### src/common/vdl_pkg.sv
// Package: level codes, channel map, register map and carrier types of the vertical driver level mapper
package vdl_pkg;

  // ==========================================================================
  // Level codes and carriers
  // ==========================================================================
  typedef enum logic [1:0] {
    VDL_LEVEL_LOW = 2'h0,
    VDL_LEVEL_MID = 2'h1,
    VDL_LEVEL_HIGH = 2'h2,
    VDL_LEVEL_LOWEST = 2'h3
  } vdl_level_type;

  localparam int VDL_NCH = 13;
  // Index order: 1,2,3,4,5a,5b,6,7a,7b,8,9,11,12
  typedef vdl_level_type [VDL_NCH-1:0] vdl_drive_type;

  typedef struct packed {
    logic [12:0] timing_vclock;
    logic [7:0] sensor_gate_pulse;
    logic internal_substrate_clock;
    logic precision_extra_pulse;
    logic field_start;
    logic field_gate_trigger;
  } vdl_tg_type;

  typedef struct packed {
    logic [3:0] general_shutter_pulse;
    logic [1:0] bias_pulse;
  } vdl_shut_type;

  typedef struct packed {
    logic mech_shutter_out;
    logic strobe_out;
    logic ccd_bias_select_out;
  } vdl_shout_type;

  // ==========================================================================
  // Channel map: vertical clock index, gate index, three-level flag
  // ==========================================================================
  localparam logic [VDL_NCH-1:0][3:0] VDL_CH_VCLK =
    {4'hb, 4'ha, 4'h8, 4'h7, 4'h6, 4'h6, 4'h5, 4'h4, 4'h4, 4'h3, 4'h2, 4'h1, 4'h0};
  localparam logic [VDL_NCH-1:0][2:0] VDL_CH_GATE =
    {3'h3, 3'h1, 3'h0, 3'h0, 3'h7, 3'h6, 3'h0, 3'h5, 3'h4, 3'h0, 3'h2, 3'h0, 3'h0};
  localparam logic [VDL_NCH-1:0] VDL_CH_THREE = 13'h19b5;

  // ==========================================================================
  // Register map
  // ==========================================================================
  localparam int VDL_AW = 8;
  localparam logic [VDL_AW-1:0] VDL_OFF_CTRL = 8'h00;
  localparam logic [VDL_AW-1:0] VDL_OFF_ROUTE = 8'h04;
  localparam logic [VDL_AW-1:0] VDL_OFF_EXPOSURE = 8'h08;
  localparam logic [VDL_AW-1:0] VDL_OFF_STATUS = 8'h0c;

  // CTRL fields
  localparam int VDL_CTRL_SEL_LSB = 0;
  localparam int VDL_CTRL_KIND_LSB = 5;
  localparam int VDL_CTRL_TRIG_BIT = 7;
  // ROUTE fields, one 4-bit source code per shutter output
  localparam int VDL_ROUTE_MECH_LSB = 0;
  localparam int VDL_ROUTE_STROBE_LSB = 4;
  localparam int VDL_ROUTE_BIAS_LSB = 8;
  // STATUS fields
  localparam int VDL_ST_EN_BIT = 0;
  localparam int VDL_ST_SUB_LSB = 1;
  localparam int VDL_ST_ARMED_BIT = 3;
  localparam int VDL_ST_BUSY_BIT = 4;
  localparam int VDL_ST_BADSEL_BIT = 5;
  localparam int VDL_ST_COUNT_LSB = 16;

  localparam int VDL_EXP_W = 12;

  // Shutter kinds
  localparam logic [1:0] VDL_KIND_NORMAL = 2'h0;
  localparam logic [1:0] VDL_KIND_PRECISION = 2'h1;
  localparam logic [1:0] VDL_KIND_LOW_SPEED = 2'h2;

  // Substrate level-control selector codes
  localparam logic [4:0] VDL_SEL_INVALID = 5'h1d;
  localparam logic [4:0] VDL_SEL_HIGH = 5'h1e;
  localparam logic [4:0] VDL_SEL_LOW = 5'h1f;

  // Shutter route source codes
  localparam logic [3:0] VDL_SRC_GENERAL_SHUTTER_PULSE_0 = 4'h0;
  localparam logic [3:0] VDL_SRC_GENERAL_SHUTTER_PULSE_1 = 4'h1;
  localparam logic [3:0] VDL_SRC_GENERAL_SHUTTER_PULSE_2 = 4'h2;
  localparam logic [3:0] VDL_SRC_GENERAL_SHUTTER_PULSE_3 = 4'h3;
  localparam logic [3:0] VDL_SRC_BIAS0 = 4'h4;
  localparam logic [3:0] VDL_SRC_BIAS1 = 4'h5;
  localparam logic [3:0] VDL_SRC_S0_X_B0 = 4'h6;
  localparam logic [3:0] VDL_SRC_S0_X_B1 = 4'h7;
  localparam logic [3:0] VDL_SRC_S0_X_S1 = 4'h8;
  localparam logic [3:0] VDL_SRC_S0_X_S2 = 4'h9;

  // Reset values
  localparam logic [4:0] VDL_RST_SEL = VDL_SEL_LOW;
  localparam logic [1:0] VDL_RST_KIND = VDL_KIND_NORMAL;
  localparam logic [11:0] VDL_RST_ROUTE = 12'hfff;
  localparam logic [VDL_EXP_W-1:0] VDL_RST_EXPOSURE = 12'h000;

endpackage : vdl_pkg

### src/core/vdl_chan.sv
// One vertical drive channel: maps clock and gate inputs to a registered level code
`timescale 1ns/1ps
`default_nettype none
module vdl_chan #(
  parameter bit THREE_LEVEL = 1'b1
) (
  // Clock and reset
  input wire logic pclk,
  input wire logic presetn,
  // Drive inputs
  input wire logic enable,
  input wire logic vclock,
  input wire logic gate,
  // Level code
  output vdl_pkg::vdl_level_type level
);
  import vdl_pkg::*;

  typedef struct packed {
    vdl_level_type level;
  } vdl_chan_state_type;

  vdl_chan_state_type state_reg;
  vdl_chan_state_type state_next;

  always_comb begin
    state_next = state_reg;
    if (!enable) begin
      state_next.level = VDL_LEVEL_MID; // [RL2] [RL3]
    end else if (vclock) begin
      state_next.level = VDL_LEVEL_LOW; // [RL4] [RL8]
    end else if (THREE_LEVEL && !gate) begin
      state_next.level = VDL_LEVEL_HIGH; // [RL1] [RL4]
    end else begin
      state_next.level = VDL_LEVEL_MID; // [RL4] [RL8]
    end
  end

  always_ff @(posedge pclk or negedge presetn) begin
    if (!presetn) begin
      state_reg <= '{level: VDL_LEVEL_MID};
    end else begin
      state_reg <= state_next; // [RL15]
    end
  end

  assign level = state_reg.level;
endmodule : vdl_chan
`default_nettype wire

### src/core/vdl_shut_route.sv
// Shutter router: picks a plain or XOR-combined pulse for each of the three shutter outputs
`timescale 1ns/1ps
`default_nettype none
module vdl_shut_route (
  // Clock and reset
  input wire logic pclk,
  input wire logic presetn,
  // Pulses and selection
  input wire vdl_pkg::vdl_shut_type shut,
  input wire logic [11:0] route,
  // Shutter outputs
  output vdl_pkg::vdl_shout_type shout
);
  import vdl_pkg::*;

  typedef struct packed {
    vdl_shout_type shout;
  } vdl_route_state_type;

  vdl_route_state_type state_reg;
  vdl_route_state_type state_next;

  function automatic logic pick(input logic [3:0] code, input vdl_shut_type s);
    logic [3:0] g;
    logic [1:0] b;
    g = s.general_shutter_pulse;
    b = s.bias_pulse;
    unique case (code)
      VDL_SRC_GENERAL_SHUTTER_PULSE_0: pick = g[0]; // [RL11]
      VDL_SRC_GENERAL_SHUTTER_PULSE_1: pick = g[1];
      VDL_SRC_GENERAL_SHUTTER_PULSE_2: pick = g[2];
      VDL_SRC_GENERAL_SHUTTER_PULSE_3: pick = g[3];
      VDL_SRC_BIAS0: pick = b[0];
      VDL_SRC_BIAS1: pick = b[1];
      VDL_SRC_S0_X_B0: pick = g[0] ^ b[0]; // [RL12]
      VDL_SRC_S0_X_B1: pick = g[0] ^ b[1]; // [RL12]
      VDL_SRC_S0_X_S1: pick = g[0] ^ g[1]; // [RL12]
      VDL_SRC_S0_X_S2: pick = g[0] ^ g[2]; // [RL12]
      default: pick = 1'b0;
    endcase
  endfunction : pick

  always_comb begin
    state_next = state_reg;
    state_next.shout.mech_shutter_out = pick(route[VDL_ROUTE_MECH_LSB +: 4], shut); // [RL10]
    state_next.shout.strobe_out = pick(route[VDL_ROUTE_STROBE_LSB +: 4], shut); // [RL10]
    state_next.shout.ccd_bias_select_out = pick(route[VDL_ROUTE_BIAS_LSB +: 4], shut); // [RL10]
  end

  always_ff @(posedge pclk or negedge presetn) begin
    if (!presetn) begin
      state_reg <= '0;
    end else begin
      state_reg <= state_next;
    end
  end

  assign shout = state_reg.shout;
endmodule : vdl_shut_route
`default_nettype wire

### src/core/vdl_top.sv
// Vertical driver level mapper: channel levels, substrate clock stage, shutter routing, APB registers
//
// How it works
// (RL1) With the enable pin high, each channel's level comes from its vertical clock and, on three-level channels, its gate pulse.
// (RL2) With the enable pin low, every channel shows mid and the substrate output shows its lowest level.
// (RL3) The enable pin overrides every vertical clock and gate input whatever their states.
// (RL4) Three-level channels give high for clock low gate low, mid for clock low gate high, low for clock high.
// (RL5) Channels 1 and 3 use their own clock and gate; 5a and 5b share clock 5 with gates 5 and 6.
// (RL6) Channels 7a and 7b share clock 7 with gates 7 and 8.
// (RL7) Channel 11 pairs clock 11 with gate 2, channel 12 pairs clock 12 with gate 4, three-level.
// (RL8) Two-level channels 2, 4, 6, 8 and 9 give mid for clock low and low for clock high.
// (RL9) Normal, high precision and low speed shutter kinds all act through the substrate clock pulse.
// (RL10) Mechanical shutter, strobe and bias select outputs are programmable.
// (RL11) Four shutter pulses and two bias pulses may each be routed to any of the three shutter outputs.
// (RL12) Shutter pulse 0 may be XORed with bias 0, bias 1, shutter 1 or shutter 2.
// (RL13) The substrate stage chooses among three levels from the substrate pulse and a level-control signal.
// (RL14) A 5-bit selector picks the level-control source; code 29 is invalid.
// (RL15) Each channel level is a registered two-bit code updated on the clock.
//
// Decided for this implementation: the APB register port and the address map.
`timescale 1ns/1ps
`default_nettype none
module vdl_top (
  // Clock and reset
  input wire logic pclk,
  input wire logic presetn,
  // APB slave
  input wire logic psel,
  input wire logic penable,
  input wire logic pwrite,
  input wire logic [vdl_pkg::VDL_AW-1:0] paddr,
  input wire logic [31:0] pwdata,
  output logic [31:0] prdata,
  output logic pready,
  output logic pslverr,
  // Timing generator side
  input wire logic vdrive_enable_pin,
  input wire vdl_pkg::vdl_tg_type tg,
  input wire vdl_pkg::vdl_shut_type shut,
  // Driver side
  output vdl_pkg::vdl_drive_type drive,
  output vdl_pkg::vdl_level_type substrate_clock_out,
  output vdl_pkg::vdl_shout_type shout
);
  import vdl_pkg::*;

  // ==========================================================================
  // State
  // ==========================================================================
  typedef struct packed {
    logic [4:0] substrate_ctrl_select;
    logic [1:0] kind;
    logic [11:0] route;
    logic [VDL_EXP_W-1:0] exposure;
    logic [VDL_EXP_W-1:0] exp_count;
    logic armed;
    vdl_level_type sub_level;
    logic [31:0] prdata;
    logic pready;
    logic pslverr;
  } vdl_top_state_type;

  vdl_top_state_type state_reg;
  vdl_top_state_type state_next;

  logic substrate_level_ctrl;
  logic sub_pulse;
  logic bad_select;
  logic setup;
  logic wr;
  logic mapped;
  logic trig_wr;

  // ==========================================================================
  // Vertical channels
  // ==========================================================================
  genvar ch;
  generate
    for (ch = 0; ch < VDL_NCH; ch++) begin : g_chan
      vdl_chan #(
        .THREE_LEVEL(VDL_CH_THREE[ch])
      ) u_chan (
        .pclk(pclk),
        .presetn(presetn),
        .enable(vdrive_enable_pin), // [RL3]
        .vclock(tg.timing_vclock[VDL_CH_VCLK[ch]]), // [RL5] [RL6] [RL7]
        .gate(tg.sensor_gate_pulse[VDL_CH_GATE[ch]]), // [RL5] [RL6] [RL7]
        .level(drive[ch])
      );
    end
  endgenerate

  // ==========================================================================
  // Shutter outputs
  // ==========================================================================
  vdl_shut_route u_route (
    .pclk(pclk),
    .presetn(presetn),
    .shut(shut),
    .route(state_reg.route), // [RL11]
    .shout(shout)
  );

  // ==========================================================================
  // Substrate level-control selector
  // ==========================================================================
  function automatic logic ctrl_src(input logic [4:0] code, input vdl_tg_type t,
                                    input vdl_shout_type o, input vdl_shut_type s);
    logic [12:0] v;
    logic [7:0] g;
    v = t.timing_vclock;
    g = t.sensor_gate_pulse;
    unique case (code)
      5'h00: ctrl_src = v[5];
      5'h01: ctrl_src = v[7];
      5'h02: ctrl_src = v[8];
      5'h03: ctrl_src = v[9];
      5'h04: ctrl_src = g[4];
      5'h05: ctrl_src = g[5];
      5'h06: ctrl_src = g[6];
      5'h07: ctrl_src = g[7];
      5'h08: ctrl_src = g[1];
      5'h09: ctrl_src = g[2];
      5'h0a: ctrl_src = g[3];
      5'h0b: ctrl_src = g[0];
      5'h0c: ctrl_src = v[12];
      5'h0d: ctrl_src = o.ccd_bias_select_out;
      5'h0e: ctrl_src = o.mech_shutter_out;
      5'h0f: ctrl_src = o.strobe_out;
      5'h10: ctrl_src = v[0];
      5'h11: ctrl_src = v[1];
      5'h12: ctrl_src = v[2];
      5'h13: ctrl_src = v[3];
      5'h14: ctrl_src = v[4];
      5'h15: ctrl_src = v[6];
      5'h16: ctrl_src = v[10];
      5'h17: ctrl_src = v[11];
      5'h18: ctrl_src = s.general_shutter_pulse[0];
      5'h19: ctrl_src = s.general_shutter_pulse[1];
      5'h1a: ctrl_src = s.general_shutter_pulse[2];
      5'h1b: ctrl_src = s.general_shutter_pulse[3];
      5'h1c: ctrl_src = t.field_gate_trigger;
      VDL_SEL_HIGH: ctrl_src = 1'b1;
      default: ctrl_src = 1'b0;
    endcase
  endfunction : ctrl_src

  always_comb begin
    substrate_level_ctrl = ctrl_src(state_reg.substrate_ctrl_select, tg, shout, shut); // [RL14]
    bad_select = (state_reg.substrate_ctrl_select == VDL_SEL_INVALID); // [RL14]
  end

  // ==========================================================================
  // Substrate pulse per shutter kind
  // ==========================================================================
  always_comb begin
    unique case (state_reg.kind)
      VDL_KIND_PRECISION: sub_pulse = tg.internal_substrate_clock | tg.precision_extra_pulse; // [RL9]
      VDL_KIND_LOW_SPEED: sub_pulse = tg.internal_substrate_clock & (state_reg.exp_count == '0); // [RL9]
      default: sub_pulse = tg.internal_substrate_clock; // [RL9]
    endcase
  end

  // ==========================================================================
  // APB decode
  // ==========================================================================
  always_comb begin
    setup = psel & ~penable;
    wr = psel & penable & pwrite & state_reg.pready;
    mapped = (paddr == VDL_OFF_CTRL) | (paddr == VDL_OFF_ROUTE) |
             (paddr == VDL_OFF_EXPOSURE) | (paddr == VDL_OFF_STATUS);
    trig_wr = wr & (paddr == VDL_OFF_CTRL) & pwdata[VDL_CTRL_TRIG_BIT];
  end

  // ==========================================================================
  // Next state
  // ==========================================================================
  always_comb begin
    state_next = state_reg;

    // Register writes
    if (wr) begin
      unique case (paddr)
        VDL_OFF_CTRL: begin
          state_next.substrate_ctrl_select = pwdata[VDL_CTRL_SEL_LSB +: 5];
          state_next.kind = pwdata[VDL_CTRL_KIND_LSB +: 2];
        end
        VDL_OFF_ROUTE: begin
          state_next.route = pwdata[11:0]; // [RL11]
        end
        VDL_OFF_EXPOSURE: begin
          state_next.exposure = pwdata[VDL_EXP_W-1:0];
        end
        default: begin
        end
      endcase
    end

    // Low speed exposure: arm on trigger, load at next field start, count fields
    if (tg.field_start) begin
      if (state_reg.armed) begin
        state_next.exp_count = state_reg.exposure; // [RL9]
        state_next.armed = 1'b0;
      end else if (state_reg.exp_count != '0) begin
        state_next.exp_count = state_reg.exp_count - 1'b1;
      end
    end
    if (trig_wr) begin
      state_next.armed = 1'b1;
    end

    // Substrate stage level
    if (!vdrive_enable_pin) begin
      state_next.sub_level = VDL_LEVEL_LOWEST; // [RL2] [RL3]
    end else if (sub_pulse) begin
      state_next.sub_level = VDL_LEVEL_HIGH; // [RL13]
    end else if (substrate_level_ctrl) begin
      state_next.sub_level = VDL_LEVEL_MID; // [RL13]
    end else begin
      state_next.sub_level = VDL_LEVEL_LOWEST; // [RL13]
    end

    // APB answer, loaded in the setup cycle
    state_next.pready = setup;
    state_next.pslverr = setup & ~mapped;
    state_next.prdata = '0;
    if (setup) begin
      unique case (paddr)
        VDL_OFF_CTRL: begin
          state_next.prdata[VDL_CTRL_SEL_LSB +: 5] = state_reg.substrate_ctrl_select;
          state_next.prdata[VDL_CTRL_KIND_LSB +: 2] = state_reg.kind;
        end
        VDL_OFF_ROUTE: begin
          state_next.prdata[11:0] = state_reg.route;
        end
        VDL_OFF_EXPOSURE: begin
          state_next.prdata[VDL_EXP_W-1:0] = state_reg.exposure;
        end
        VDL_OFF_STATUS: begin
          state_next.prdata[VDL_ST_EN_BIT] = vdrive_enable_pin;
          state_next.prdata[VDL_ST_SUB_LSB +: 2] = state_reg.sub_level;
          state_next.prdata[VDL_ST_ARMED_BIT] = state_reg.armed;
          state_next.prdata[VDL_ST_BUSY_BIT] = (state_reg.exp_count != '0);
          state_next.prdata[VDL_ST_BADSEL_BIT] = bad_select;
          state_next.prdata[VDL_ST_COUNT_LSB +: VDL_EXP_W] = state_reg.exp_count;
        end
        default: begin
        end
      endcase
    end
  end

  // ==========================================================================
  // Registers
  // ==========================================================================
  always_ff @(posedge pclk or negedge presetn) begin
    if (!presetn) begin
      state_reg <= '{
        substrate_ctrl_select: VDL_RST_SEL,
        kind: VDL_RST_KIND,
        route: VDL_RST_ROUTE,
        exposure: VDL_RST_EXPOSURE,
        exp_count: '0,
        armed: 1'b0,
        sub_level: VDL_LEVEL_LOWEST,
        prdata: '0,
        pready: 1'b0,
        pslverr: 1'b0
      };
    end else begin
      state_reg <= state_next;
    end
  end

  assign prdata = state_reg.prdata;
  assign pready = state_reg.pready;
  assign pslverr = state_reg.pslverr;
  assign substrate_clock_out = state_reg.sub_level;
endmodule : vdl_top
`default_nettype wire

### config.mk
export PLATFORM = sky130hd
export DESIGN_NAME = vdl_top
export DESIGN_NICKNAME = d
export VERILOG_FILES = /design/src/common/vdl_pkg.sv /design/src/core/vdl_chan.sv /design/src/core/vdl_shut_route.sv /design/src/core/vdl_top.sv
export SDC_FILE = /design/constraint.sdc
export NUM_CORES = 1
export LEC_CHECK = 0
export BUFFER_PORTS_ARGS = -buffer_cell sky130_fd_sc_hd__buf_2
export CORE_UTILIZATION = 57
export CTS_CLUSTER_SIZE = 20
export DETAILED_ROUTE_END_ITERATION = 6
export MAX_ROUTING_LAYER = met4
export PLACE_DENSITY = 0.86
export SLEW_MARGIN = 20
export SYNTH_ARGS = -nofsm -noshare
export SYNTH_HDL_FRONTEND = slang
export SYNTH_SLANG_ARGS = --single-unit
### constraint.sdc
create_clock -name pclk -period 4 [get_ports pclk]
set_input_delay 0.6 -clock pclk [delete_from_list [all_inputs] [get_ports pclk]]
set_output_delay 0.6 -clock pclk [all_outputs]
set_load 0.01 [all_outputs]
* Yosys cells after proc, flatten, opt, wreduce, memory -nomap -nowiden
Cells that the tools add are included.
Cells by class: add/subtract/negate cells 1, reductions and logical operators 13, bitwise gates (word level) 18, multiplexer cells 52, eq/ne operators 62
Operators with widths (number):
- == test 5 bit (second input constant) | 15
- 2-to-1 mux 12 bit | 5
- 2-to-1 mux 2 bit | 27
- == test 4 x 3 -> 1 bit (second input constant) | 12
- == test 5 x 4 -> 1 bit (second input constant) | 8
- case mux 1 bit (10 select lines) | 3
- case mux 1 bit (30 select lines) | 1
- == test 4 x 2 -> 1 bit (second input constant) | 6
- == test 4 bit (second input constant) | 6
- case mux 6 bit (4 select lines) | 1
- == test 5 x 3 -> 1 bit (second input constant) | 4
- == test 8 x 4 -> 1 bit (second input constant) | 2
- == test 4 x 1 -> 1 bit (second input constant) | 3
- zero test 12 bit | 1
- zero test 4 bit | 3
- 2-to-1 mux 1 bit | 12
- nonzero test 12 bit | 1
- subtractor 12 x 1 -> 12 bit (second input constant) | 1
- == test 5 x 2 -> 1 bit (second input constant) | 2
- case mux 5 bit (2 select lines) | 1
- bitwise AND 1 bit | 8
- == test 8 x 3 -> 1 bit (second input constant) | 1
- zero test 8 bit | 1
- AND reduction 2 bit | 4
- other kinds (10) | 18
Word-level totals: output and inout bits 65, input bits 77, logic and storage cells 172, flip-flop bits (word level) 101

* Longest topological paths before layout
word-level depth 6, depth in mapped cells 8, mapped depth without buffers 7

* Hierarchy
Synthesis repeated with hierarchy kept, for this count alone.
Second synthesis, totals: cell total of the unflattened synthesis 458, area total of the unflattened synthesis 5188.7 sq um
Modules (own cells, without submodules):
- vdl_top | seq. area each 1825.5 sq um, area an instance 3936.3 sq um, cells each 353, times used 1
- vdl_chan (g_chan[0].u_chan ...) | seq. area each 51.3 sq um, area an instance 76.3 sq um, cells each 5, times used 8
- vdl_shut_route | seq. area each 75.1 sq um, area an instance 435.4 sq um, cells each 45, times used 1
- vdl_chan (g_chan[10].u_chan ...) | seq. area each 26.3 sq um, area an instance 41.3 sq um, cells each 4, times used 5

* Least setup slack after synthesis
Ideal clock, no wire load.
path type input to register, from input port paddr[5] in the netlist's numbering, to register state_reg[49] in the netlist's numbering, path buffers 1, library setup time 125 ps, setup slack 1809 ps, arrival 2066 ps, stages on the path 5, cells stage by stage or4_4 -> nor3_4 -> and3_4 -> buf_12 -> mux2_4
On the way: cells in the longest elaborated chain, start to end 2
Ends and longest elaborated chain:
- start, declared | RTL line vdl_top.sv:31 | input wire logic [vdl_pkg::VDL_AW-1:0] paddr,
- == test 8 x 4 -> 1 bit | RTL line vdl_top.sv:183 | unique case (paddr)
- AND reduction 2 bit (no line)
- end signal, assigned | RTL line vdl_top.sv:258 | state_reg <= '{
- end signal, assigned | RTL line vdl_top.sv:271 | state_reg <= state_next;
- end, declared | RTL line vdl_top.sv:63 | vdl_top_state_type state_reg;
Every way passes these cells. A chain may end at the register's enable or synchronous reset.

* Worst setup path after layout
from register state_reg[45] in the netlist's numbering, to register state_reg[39] in the netlist's numbering
On the way: cells in the longest elaborated chain, start to end 3
Ends and longest elaborated chain:
- nonzero test 12 bit | RTL line vdl_top.sv:204 | end else if (state_reg.exp_count != '0) begin
- nonzero test 2 bit (no line)
- AND reduction 2 bit (no line)
Every way passes these cells.

==> impl_summary.log <==
INFO  metric synth_top_area_frac = 0.3174
INFO  metric slew-limit-headroom = 0.4440
INFO  metric cellLeakagePower = 2.537 nW
INFO  metric setup.worst_path.class = register to register
INFO  metric result_of_the_run = completed
INFO  metric setup_viol = 0
INFO  metric clock_skew = 0.01097 ns
INFO  metric fp.dieArea = 0.009233 mm²
INFO  metric synth-main-ff-cell = dfrtp_1
INFO  metric fp.coreArea = 0.008382 mm²
INFO  metric pwr_density_cell = 394.8 mW/mm²
INFO  metric critPathBufInv = 0
INFO  metric synth_area_leader_cell = dfrtp_1
INFO  metric timing.fmax = 434.9 MHz
INFO  metric final_min_period_over_clock_period = 0.5749
INFO  metric postCtsResizedCells = 0
INFO  metric muxShareOfSynthArea = 0.1411
INFO  metric critical_path.max_stage_delay = 0.72 ns
INFO  metric critical_path.endpoint_type = register
INFO  metric ir_worst_vdd = 0.0001773 V
INFO  metric startpoint_type = register
INFO  metric global_route_wire_length_before_repair = 18.04 mm
INFO  metric power.clock.fraction = 0.327
INFO  metric power_share_of_the_sequential_group = 0.511
INFO  metric tritoncts = built
INFO  metric total_negative_setup_slacks = 0 ns
INFO  metric mostFrequentLayoutCells = buf_2, dfrtp_1, dfstp_2
INFO  metric drt_pre_antenna_iters = 5
INFO  metric vias_per_cell = 5.948
INFO  metric row_count = 33
INFO  metric timing.hold.worst.class = input port to async pin
INFO  metric cts_buffers = 9
INFO  metric route.final.wire_length = 11.33 mm
INFO  metric synth_register_bits = 96
INFO  metric path_clk_slew = 0.10 ns
INFO  metric switching_share = 0.2996
INFO  metric largest_reg_flops = 44
INFO  metric die_extent_in_y = 96.09 µm
INFO  metric drive_above_1_share = 0.3966
INFO  metric initial_antenna_violation_count = 0
INFO  metric synthArstFlopShare = 1.000
INFO  metric yosysWarnings = 0
INFO  metric ctsRootBufferMaster = clkbuf_8
INFO  metric clock-sinks = 96
INFO  metric dieWidth = 96.09 µm
INFO  metric timing.critical_path.slowest_stage_cell = o21ai_1
INFO  metric finalHoldViolations = 0
INFO  metric dominant_delay_contributor_by_cell_family_on_the_critical_path = compound AO/OA/AOI/OAI gates
INFO  metric required_time_at_the_endpoint_of_the_critical_path = 4.20 ns
INFO  metric detailedPlacementHpwl = 8.062 mm
INFO  metric detailroute.via_count = 3,789
INFO  metric ioPinCount = 142
INFO  metric clock_tree.buffer_depth = 2
INFO  metric synth_sequential_area_ratio = 0.4840
INFO  metric layout-area-overhead-vs-synth = 10.61%
INFO  metric switching_power = 0.0006603 W
INFO  metric layout.cells.most_common = buf_2
INFO  metric final_critical_path_setup_slack = 1.700 ns
INFO  metric initial_utilization = 0.6020
INFO  metric largest_family_of_logic_cells_by_synthesized_area = simple AND/OR/NAND/NOR gates
INFO  metric netlist_instances = 459
INFO  metric ys_types = 60
INFO  metric average_cell_area_after_synthesis = 10.99 µm²
INFO  metric post_synth_and_or_nand_nor_area_fraction = 0.1592
INFO  metric drt_first_iter_violations = 308
INFO  metric insertion_delay = 0.37 ns
INFO  metric maximum_number_of_pins_on_one_net_before_global_route_repair = 86
INFO  metric rsz0062_at_grt = no
INFO  metric timing_worst_slew_pin_value = 0.8285 ns
INFO  metric place_congestion = 0.8919
INFO  metric antenna_violating_nets_post_route = 0
INFO  metric maxCapViolations = 0
INFO  metric grt.overflow.total = 0
INFO  metric synthesized_area_fraction_occupied_by_xor_and_xnor_cells = 0.005207
INFO  metric port-buffer-count = 108
INFO  metric critical_path_peak_fanout = 13
INFO  metric cts_hold_repair_buffers = 0
INFO  metric power.share.combinational = 0.162
INFO  metric grtUsageTotal = 0.2709
INFO  metric pre_cts_slack = 1.426 ns
INFO  metric synth_area_leaders = dfrtp_1, dfstp_2, mux2_4, buf_4, mux2_2
INFO  metric postCtsSetupRepairBufs = 0
INFO  metric h-tree-depth = 3
INFO  metric drt_drc_violations_left = 0
INFO  metric first_global_vias = 3,676
INFO  metric synth_fa_ha_area_frac = 0.009918
INFO  metric internal_power = 0.001543 W
INFO  metric n_antenna_cell = 0
INFO  metric slew_viol_final = 0
INFO  metric nets = 608
INFO  metric detail_route.wl_per_cell = 17.78 µm
INFO  metric min_period = 2.300 ns
INFO  metric arrival = 2.50 ns
INFO  metric fillerInstances = 624
INFO  metric netlist_area = 0.005046 mm²
INFO  metric crit_path_cell_trace = nor3_1 -> nand4_1 -> o21ai_1 -> o21ai_0
INFO  metric number_of_enable_flip_flop_cells_after_synthesis = 0
INFO  metric synth-compound-area-share = 0.1039
[cells by family after synthesis]
logic type	count (synthesis)
adders and majority gates	4
other	1
DFF	96
buffers and inverters	80
muxes	52
AOI/OAI and AO/OA	79
and+or+nand+nor	144
xor gates and xnor gates	3
[cells in the mapped netlist, types with 4 or more instances]
library cell and instances:
inv_1 15, a21oi_1 10, and2_1 11, nor2_1 29, nand2_1 22, a22oi_1 8, o21ai_0 28, mux2_4 20
nand4_1 10, nor3b_1 5, nand3_1 17, o22ai_1 4, mux4_2 6, buf_2 4, buf_4 39, ha_1 4
nor2b_1 11, dfrtp_1 64, mux2_2 13, nand2b_1 5, a32oi_1 6, mux2i_1 13, clkbuf_1 20, dfstp_2 32
nor3_1 11, and3_2 4
[power groups by stage]
stage          Clock [W]  Combinational, W  Sequential (W)
5_1_grt         0.000766          0.000399         0.00113
3_5_place_dp           0          0.000350         0.00114
2_1_floorplan          0          0.000234         0.00112
6_report        0.000720          0.000358         0.00113
3_3_place_gp           0          0.000336         0.00113
4_1_cts         0.000723          0.000353         0.00112
[cell type report]
class                      count  area [µm²]  share of cell area
clock buffer                   9       123.9             0.02219
clock inverter                 7       101.3             0.01816
inverter                      15       56.30             0.01009
multi-input combinational    295        2165              0.3878
sequential                    96        2442              0.4376
tap                          105       131.4             0.02354
timing repair buffer         110       561.8              0.1007
[per-layer routing]
layer,GRT usage,routed length [µm]
met1,0.3377,4707
met2,0.4397,5643
met3,0.05134,700
met4,0.1020,275
met5,-,0
[stage by stage]
| stage | hold slack [ns] | util | power (W) | instance area, µm² | std cells |
|---|---|---|---|---|---|
| after floorplan | 0.3044 | - | 0.001358 | 5091 | 471 |
| after global routing | 0.3099 | 0.6659 | 0.002300 | 5582 | 637 |
| final | 0.2329 | 0.6659 | 0.002204 | 5582 | 637 |
| after CTS | 0.3488 | 0.6655 | 0.002198 | 5578 | 637 |
| after global placement | 0.5073 | 0.6386 | 0.001469 | 5353 | 621 |
| after detailed placement | 0.5075 | 0.6386 | 0.001489 | 5353 | 621 |
[worst paths after layout]
kind | from | to | slack [ns] | cells after the start
hold / removal | presetn | g_chan[11].u_chan.level[1] | 0.23 | 1
setup reg to reg | state_reg[45] | state_reg[39] | 1.70 | 4
hold reg to reg | state_reg[47] | state_reg[47] | 0.53 | 1
min in group pclk | tg[17] | g_chan[6].u_chan.level[0] | 0.36 | 2
setup / recovery | state_reg[45] | state_reg[39] | 1.70 | 4
max in group asynchronous | presetn | state_reg[71] | 2.99 | 2
(Power assumes the default switching activity.)
